[config.mk]
export PLATFORM = sky130hd
export DESIGN_NAME = ebla_top
export DESIGN_NICKNAME = d
export VERILOG_FILES = /design/src/design/ebla_pkg.sv /design/src/design/ebla_map_if.sv /design/src/design/ebla_top.sv /design/src/design/ebla_lane_map.sv
export SDC_FILE = /design/constraint.sdc
export NUM_CORES = 1
export LEC_CHECK = 0
export ABC_AREA = 1
export BUFFER_PORTS_ARGS = -buffer_cell sky130_fd_sc_hd__buf_4
export CAP_MARGIN = 25
export CORE_MARGIN = 10
export CORE_UTILIZATION = 57
export DETAILED_ROUTE_END_ITERATION = 6
export PLACE_DENSITY = 0.93
export SYNTH_ARGS = -nofsm -noshare
export SYNTH_HDL_FRONTEND = slang
export SYNTH_SLANG_ARGS = --single-unit
[constraint.sdc]
create_clock -name clk -period 5.3 [get_ports clk]
set_clock_uncertainty 0.15 [all_clocks]
set_input_delay 0.795 -clock clk [delete_from_list [all_inputs] [get_ports clk]]
set_output_delay 0.795 -clock clk [all_outputs]
set_load 0.03 [all_outputs]
[src/design/ebla_pkg.sv]
// shared types and constants of the external bus lane alignment block
package ebla_pkg;
   // ****************************************************************
   // access and device widths
   // ****************************************************************
   // width of the connected device
   typedef enum logic [1:0] {EBLA_DEV8, EBLA_DEV16, EBLA_DEV32} ebla_width_type;
   // size of the internal access
   typedef enum logic [1:0] {EBLA_BYTE, EBLA_WORD, EBLA_LONG} ebla_size_type;

   // ****************************************************************
   // bus geometry and reset values
   // ****************************************************************
   localparam int EBLA_LANES = 4;                    // byte lanes of the external bus
   localparam int EBLA_DATA_W = 32;                  // external data bus width
   localparam logic [3:0] EBLA_NO_LANES = 4'h0;      // all strobes negated
   localparam logic [3:0] EBLA_ALL_LANES = 4'hF;     // all four lanes in use
   localparam logic [31:0] EBLA_DATA_RST = 32'h0000_0000; // data bus after reset
   localparam logic [1:0] EBLA_OFF_RST = 2'h0;       // offset after reset
endpackage

[src/design/ebla_map_if.sv]
// carrier between the sequencer and the lane map
`timescale 1ns/1ps
interface ebla_map_if;
   import ebla_pkg::*;
   logic little_endian;            // endian mode in force
   ebla_width_type width;          // connected device width
   ebla_size_type size;            // access size
   logic [1:0] base;               // byte offset of the access
   logic [1:0] cyc;                // index of the split cycle
   logic [3:0] lane_en;            // lanes that carry data this cycle
   logic [1:0] lane_sel [4];       // access byte carried by each lane
   logic [1:0] cyc_off;            // byte offset put out with this cycle
   logic last;                     // this cycle finishes the access
   modport seq (output little_endian, width, size, base, cyc,
                input lane_en, lane_sel, cyc_off, last);
   modport map (input little_endian, width, size, base, cyc,
                output lane_en, lane_sel, cyc_off, last);
endinterface

[src/design/ebla_top.sv]
// external bus lane alignment: steers and splits internal accesses onto byte lanes
`timescale 1ns/1ps
module ebla_top (
   input wire logic clk,
   input wire logic rst_b,
   input wire logic endian_select_pin,
   input wire ebla_pkg::ebla_width_type dev_width,
   input wire logic req_valid,
   input wire logic req_write,
   input wire ebla_pkg::ebla_size_type req_size,
   input wire logic [1:0] req_offset,
   input wire logic [31:0] req_wdata,
   output logic req_ready,
   output logic rsp_done,
   output logic [31:0] rsp_rdata,
   output logic ext_valid,
   output logic ext_write,
   output logic ext_last,
   output logic [1:0] ext_offset,
   output logic [31:0] ext_wdata,
   input wire logic [31:0] ext_rdata,
   output logic lane0_write_strobe,
   output logic lane1_write_strobe,
   output logic lane2_write_strobe,
   output logic lane3_write_strobe,
   output logic lane0_byte_mask,
   output logic lane1_byte_mask,
   output logic lane2_byte_mask,
   output logic lane3_byte_mask
);
   import ebla_pkg::*;

   // ****************************************************************
   // state
   // ****************************************************************
   typedef enum logic [1:0] {EBLA_START, EBLA_IDLE, EBLA_XFER} ebla_state_type;
   ebla_state_type state_q;        // sequencer state
   logic le_q;                     // little endian when set
   logic ready_q;                  // request may be taken
   logic done_q;                   // access finished pulse
   logic accept;                   // request taken this cycle
   logic write_q;                  // latched direction
   ebla_width_type width_q;        // latched device width
   ebla_size_type size_q;          // latched access size
   logic [1:0] off_q;              // latched offset
   logic [31:0] wdata_q;           // latched write data
   logic [1:0] cyc_q;              // split cycle index
   logic ev_q, ew_q, el_q;         // external cycle flags
   logic [1:0] eoff_q;             // external cycle offset
   logic [31:0] edata_q, edata_d;  // external write data
   logic [3:0] mask_q;             // lanes in use
   logic [3:0] strobe_q;           // lanes written this cycle
   logic [1:0] sel_q [4];          // access byte per lane, kept for read capture
   logic [31:0] rdata_q;           // assembled read data

   ebla_map_if mif ();

   // lane map on the latched request
   assign mif.little_endian = le_q;
   assign mif.width = width_q;
   assign mif.size = size_q;
   assign mif.base = off_q;
   assign mif.cyc = cyc_q;

   ebla_lane_map u_map (
      .m (mif.map)
   );

   assign accept = req_valid && ready_q;

   // ****************************************************************
   // endian capture and sequencer
   // ****************************************************************
   // pin taken on the first edge after reset release, then frozen
   always_ff @(posedge clk or negedge rst_b) begin
      if (!rst_b) begin
         le_q <= 1'b0;
      end else if (state_q == EBLA_START) begin
         le_q <= endian_select_pin;
      end
   end

   // one split cycle per clock until the last
   always_ff @(posedge clk or negedge rst_b) begin
      if (!rst_b) begin
         state_q <= EBLA_START;
         cyc_q <= 2'd0;
      end else begin
         case (state_q)
            EBLA_START: begin
               state_q <= EBLA_IDLE;
            end
            EBLA_IDLE: begin
               cyc_q <= 2'd0;
               if (accept) begin
                  state_q <= EBLA_XFER;
               end
            end
            EBLA_XFER: begin
               cyc_q <= cyc_q + 2'd1;
               if (mif.last) begin
                  state_q <= EBLA_IDLE;
               end
            end
            default: begin
               state_q <= EBLA_IDLE;
            end
         endcase
      end
   end

   // request latch
   always_ff @(posedge clk or negedge rst_b) begin
      if (!rst_b) begin
         write_q <= 1'b0;
         width_q <= EBLA_DEV8;
         size_q <= EBLA_BYTE;
         off_q <= EBLA_OFF_RST;
         wdata_q <= EBLA_DATA_RST;
      end else if (accept) begin
         write_q <= req_write;
         width_q <= dev_width;
         size_q <= req_size;
         off_q <= req_offset;
         wdata_q <= req_wdata;
      end
   end

   // ready while idle and nothing is pending; done once all cycles are out
   always_ff @(posedge clk or negedge rst_b) begin
      if (!rst_b) begin
         ready_q <= 1'b0;
         done_q <= 1'b0;
      end else begin
         done_q <= ev_q && el_q;
         if (accept) begin
            ready_q <= 1'b0;
         end else if ((state_q == EBLA_START) || (ev_q && el_q)) begin
            ready_q <= 1'b1;
         end
      end
   end

   // ****************************************************************
   // lane steering
   // ****************************************************************
   // each lane carries its selected access byte; unused lanes drive zero
   always_comb begin
      edata_d = EBLA_DATA_RST;
      for (int k = 0; k < EBLA_LANES; k++) begin
         if (mif.lane_en[k]) begin
            edata_d[8*k +: 8] = wdata_q[8*mif.lane_sel[k] +: 8];
         end
      end
   end

   // external cycle registers
   always_ff @(posedge clk or negedge rst_b) begin
      if (!rst_b) begin
         ev_q <= 1'b0;
         ew_q <= 1'b0;
         el_q <= 1'b0;
         eoff_q <= EBLA_OFF_RST;
         edata_q <= EBLA_DATA_RST;
         mask_q <= EBLA_NO_LANES;
         strobe_q <= EBLA_NO_LANES;
         for (int k = 0; k < EBLA_LANES; k++) begin
            sel_q[k] <= 2'd0;
         end
      end else if (state_q == EBLA_XFER) begin
         ev_q <= 1'b1;
         ew_q <= write_q;
         el_q <= mif.last;
         eoff_q <= mif.cyc_off;
         edata_q <= edata_d;
         mask_q <= mif.lane_en;
         // write strobes only on a write, only on lanes that carry data
         strobe_q <= write_q ? mif.lane_en : EBLA_NO_LANES;
         sel_q <= mif.lane_sel;
      end else begin
         // no cycle: every strobe and mask negated
         ev_q <= 1'b0;
         ew_q <= 1'b0;
         el_q <= 1'b0;
         mask_q <= EBLA_NO_LANES;
         strobe_q <= EBLA_NO_LANES;
      end
   end

   // read bytes gathered from the lanes in use
   always_ff @(posedge clk or negedge rst_b) begin
      if (!rst_b) begin
         rdata_q <= EBLA_DATA_RST;
      end else if (accept) begin
         rdata_q <= EBLA_DATA_RST;
      end else if (ev_q && !ew_q) begin
         for (int k = 0; k < EBLA_LANES; k++) begin
            if (mask_q[k]) begin
               rdata_q[8*sel_q[k] +: 8] <= ext_rdata[8*k +: 8];
            end
         end
      end
   end

   // outputs straight from flip-flops
   assign req_ready = ready_q;
   assign rsp_done = done_q;
   assign rsp_rdata = rdata_q;
   assign ext_valid = ev_q;
   assign ext_write = ew_q;
   assign ext_last = el_q;
   assign ext_offset = eoff_q;
   assign ext_wdata = edata_q;
   assign lane0_byte_mask = mask_q[0];
   assign lane1_byte_mask = mask_q[1];
   assign lane2_byte_mask = mask_q[2];
   assign lane3_byte_mask = mask_q[3];
   assign lane0_write_strobe = strobe_q[0];
   assign lane1_write_strobe = strobe_q[1];
   assign lane2_write_strobe = strobe_q[2];
   assign lane3_write_strobe = strobe_q[3];

   logic take32, take16, take8;    // request taken per device width
   assign take32 = accept && (dev_width == EBLA_DEV32);
   assign take16 = accept && (dev_width == EBLA_DEV16);
   assign take8 = accept && (dev_width == EBLA_DEV8);
endmodule

[src/design/ebla_lane_map.sv]
// lane map: which access byte sits on which lane in each split cycle
`timescale 1ns/1ps
module ebla_lane_map (
   ebla_map_if.map m
);
   import ebla_pkg::*;

   // ****************************************************************
   // chunk geometry
   // ****************************************************************
   logic [2:0] nbytes;    // bytes in the access
   logic [2:0] wbytes;    // bytes per device cycle
   logic [2:0] chunk;     // bytes moved per cycle
   logic [2:0] abase;     // access offset aligned to its size
   logic [2:0] cbase;     // first offset of this cycle
   logic [2:0] grp;       // device word that holds this cycle

   // sizes in bytes and start of the current cycle
   always_comb begin
      case (m.size)
         EBLA_BYTE: nbytes = 3'd1;
         EBLA_WORD: nbytes = 3'd2;
         default: nbytes = 3'd4;
      endcase
      case (m.width)
         EBLA_DEV8: wbytes = 3'd1;
         EBLA_DEV16: wbytes = 3'd2;
         default: wbytes = 3'd4;
      endcase
      chunk = (nbytes < wbytes) ? nbytes : wbytes;
      abase = {1'b0, m.base} & ~(nbytes - 3'd1);
      cbase = abase + ((chunk == 3'd4) ? 3'd0 : (chunk == 3'd2) ? {1'b0, m.cyc[0], 1'b0} :
                       {1'b0, m.cyc});
      grp = cbase & ~(wbytes - 3'd1);
   end

   // ascending cycles; the last one reaches the end of the access
   assign m.cyc_off = cbase[1:0];
   assign m.last = ((cbase + chunk) >= (abase + nbytes));

   // ****************************************************************
   // per lane steering
   // ****************************************************************
   for (genvar k = 0; k < EBLA_LANES; k++) begin : g_lane
      logic [2:0] pos;    // byte position inside the device word
      logic [2:0] addr;   // byte address served by this lane
      logic [2:0] rel;    // address relative to the access start
      // little endian: lowest address on lowest lane; big endian reversed
      assign pos = m.little_endian ? 3'(k) : (wbytes - 3'd1 - 3'(k));
      assign addr = grp | pos;
      assign rel = addr - abase;
      // lane used only inside the device width and inside this chunk
      assign m.lane_en[k] = (3'(k) < wbytes) && (addr >= cbase) && (addr < cbase + chunk);
      // big endian: lowest address holds the most significant byte
      assign m.lane_sel[k] = m.little_endian ? rel[1:0] : 2'(nbytes - 3'd1 - rel);
   end
endmodule

==> results by group <==
Clock network
  – # clock sinks: 129
  – Bufs on Longest Clock Path: 2
  – Hold buffers post-CTS: 0
  – CTS H-tree depth: 4
  – CTS tree: done
  – Clock transition at path regs: 0.06 ns
  – Clk root buf: clkbuf_16
  – Cts bufs inserted: 17
  – Post-CTS setup buffers: 0
  – Clk_lat worst skew: 0.43 ns

Pwr
  – Sw Ratio: 55.6%
  – Clock network fraction of design power: 14.3%
  – Peak supply drop: 756 uV
  – Pwr dens: 807 nW/um^2
  – Lkg Pwr: 5.38 nW
  – Switching power: 0.00468 W
  – Overall power: 0.00841 W
  – Reg power frac: 18.0%
  – Pint: 0.00373 W
  – Comb power frac: 67.7%

GRT
  – Vias in the first global route: 8,863
  – Gr ovfl total: 0
  – First-pass GRT wire length: 46,800 um
  – Initial antenna violation count: 0
  – Largest net degree at the start of global routing: 67
  – GRT Overall Usage: 29.1%

Layout
  – Commonest non-fill, non-tap cells in the layout: 366 x nand2_1, 162 x buf_4, 133 x inv_1, 128 x dfrtp_1, 120 x o21ai_0
  – Reg area: 3230 um^2
  – Leading cell type in the layout, fill and taps excluded: nand2_1
  – Area Growth Syn to Fin: 22.5%
  – Fillers: 1,192
  – Share of cells above drive strength 1: 17.8%
  – Post-route cell area: 10,400 um^2
  – Ant diodes: 0
  – Layout net count: 1,433
  – Multi-input logic area: 4570 um^2

Floorplan
  – Die width: 142 um
  – Die height: 142 um
  – Rows: 44
  – I/O pins: 154
  – Core Footprint: 14,600 um^2
  – Initial cell density of the core: 58.3%
  – Die area: 20,200 um^2

Worst setup path
  – Critical R2R Capture: ext_wdata[24]$_DFFE_PN0P_
  – Slowest stage delay, CP: 0.55 ns
  – Worst Setup End Kind: register
  – R2r setup slk: 0.33 ns
  – Slowest CP cell: fa_1
  – Worst path required time: 5.51 ns
  – Crit. Startpoint: mif.width[1]$_DFFE_PN0P_
  – FF-to-FF path depth: 29
  – CP startpoint kind: register
  – Worst r2r src: mif.width[1]$_DFFE_PN0P_
  – Crit path DAT: 5.18 ns
  – CP max FO: 6
  – Crit Path Class: reg -> reg

Timing
  – FMAX: 201 MHz
  – Hold WS: 0.300 ns
  – Final slew viol count: 0
  – Fin crit share: 93.8%
  – Setup TNS: 0 ns
  – Slew @ Worst Pin: 0.892 ns
  – Post-route setup slack: 0.328 ns
  – Final hold vios: 0
  – RSZ-0062 raised after global routing: false
  – Setup violators final: 0
  – Max-slew headroom: 40.4%
  – Post-route minimum period: 4.97 ns

Logic synthesis
  – Top-area cell type share of the netlist area: 37.9%
  – Synthesized area: 8510 um^2
  – Asr flop ratio synth: 100%
  – Synthesized net count: 1,291
  – #FFs+latches synth: 129
  – Cells after Synth: 1,165
  – Number of flops mapped to enable cells by yosys: 0
  – Mean Syn Cell Area: 7.30 um^2
  – Register area share after synthesis: 37.9%
  – Synth warnings: 0
  – Yosys top cell by area: dfrtp_1
  – Dominant synthesized flop cell: dfrtp_1
  – Post-synth cell types: 44
  – Top post-synthesis cells by area: dfrtp_1 38%, nand2_1 16%, ha_1 7.4%, o21ai_0 7.1%, inv_1 6.0%

Placed design
  – IO Port Bufs: 153
  – DP Wirelength: 22,100 um
  – Dpl ws: 0.159 ns
  – DP Area: 9780 um^2
  – Placer congestion estimate: 1.05

Detailed routing
  – Via count: 8,948
  – Post-DR vias/cell: 5.95
  – Detail Route Antenna Nets: 0
  – Drt initial violations: 1,181
  – DR pass1 iterations: 7
  – Post-Route WL: 29,800 um
  – DR DRC count: 14
  – DR WL/cell: 19.8 um

Run
  – Max Cap Viol: 0

Run status
  – Outcome: complete, but fails checks
  – Violated checks: design-rule violations

Min path
  – Worst Hold Class: in -> async
[routing by layer]
metal  global-route usage (%)  routed length [um]
met4                     17.0                1770
met3                     7.14                3080
met5                        0                   0
met1                     34.7               11200
met2                     46.6               13800
[power by group through the flow]
stage | registers (W) | clock network (W) | logic [W]
after CTS | 0.00151 | 0.00121 | 0.00552
after floorplan | 0.00170 | 0 | 0.00385
after global placement | 0.00151 | 0 | 0.00532
after detailed placement | 0.00152 | 0 | 0.00545
final | 0.00152 | 0.00120 | 0.00569
after global routing | 0.00155 | 0.00125 | 0.00633
[synthesized netlist by cell type (all sizes together) (8+ instances only)]
master  number
nor3        10
nand3       75
dfrtp      129
o22ai        8
xor2         8
o221ai      21
nor2        39
nand2      377
o21ai      150
inv        142
o211ai      41
a21oi       35
clkbuf      34
ha          50
[per-stage QoR]
stage	util [%]	cells
3_5_place_dp	67.1	1470
2_1_floorplan	-	1165
5_1_grt	71.4	1504
6_report	71.4	1504
4_1_cts	71.2	1502
3_3_place_gp	67.1	1470
[area by class of cell]
type                            instances  share of cell area, %
Timing Repair Buffer                  164                   11.9
Clock inverter                         14                   1.55
Tap cell                              184                   2.21
Clock buffer                           18                   4.21
Multi-Input combinational cell        849                   43.9
Inverter                              146                   5.28
Sequential cell                       129                   31.0
[sequential cells by signal (all words and copies together) (netlist names), 4 cells and up]
name,flops
ext_wdata,32
mask_q,4
strobe_q,4
rsp_rdata,32
sel_q,6
wdata_q,32
[worst max-delay path by stage]
stage / endpoint / cells past startpoint / slack, ns
floorplan: ext_wdata[24]$_DFFE_PN0P_ / 29 / 0.70
CTS: ext_wdata[24]$_DFFE_PN0P_ / 29 / 0.07
global route: ext_wdata[25]$_DFFE_PN0P_ / 29 / 0.02
finish: ext_wdata[24]$_DFFE_PN0P_ / 29 / 0.33
global placement: ext_wdata[25]$_DFFE_PN0P_ / 29 / 0.45
detailed placement: ext_wdata[24]$_DFFE_PN0P_ / 29 / 0.16
[kinds of logic after synthesis]
| family | after synthesis | share of synthesized area (%) |
|---|---|---|
| buffers and inverters | 187 | 8.56 |
| AOI/OAI and AO/OA | 280 | 19.7 |
| xor gates and xnor gates | 10 | 1.52 |
| and+or+nand+nor | 506 | 24.5 |
| muxes | 2 | 0.235 |
| DFF | 129 | 37.9 |
| adders and majority gates | 51 | 7.59 |
[timing repair]
item,CTS,global route
endpoints found under the hold margin,0,0
gates resized for setup,0,9
setup endpoints to repair,0,23
[critical path, delay by kind of cell, from the launching register on]
family | cells | cell delay [ns]
AO/OA/AOI/OAI | 4 | 0.58
buffers and inverters | 5 | 0.42
adder cells (fa/ha/maj) | 6 | 1.80
flip-flops | 1 | 0.42
AND/OR/NAND/NOR | 14 | 1.52
Note: power is estimated with default switching activity, not from simulation.
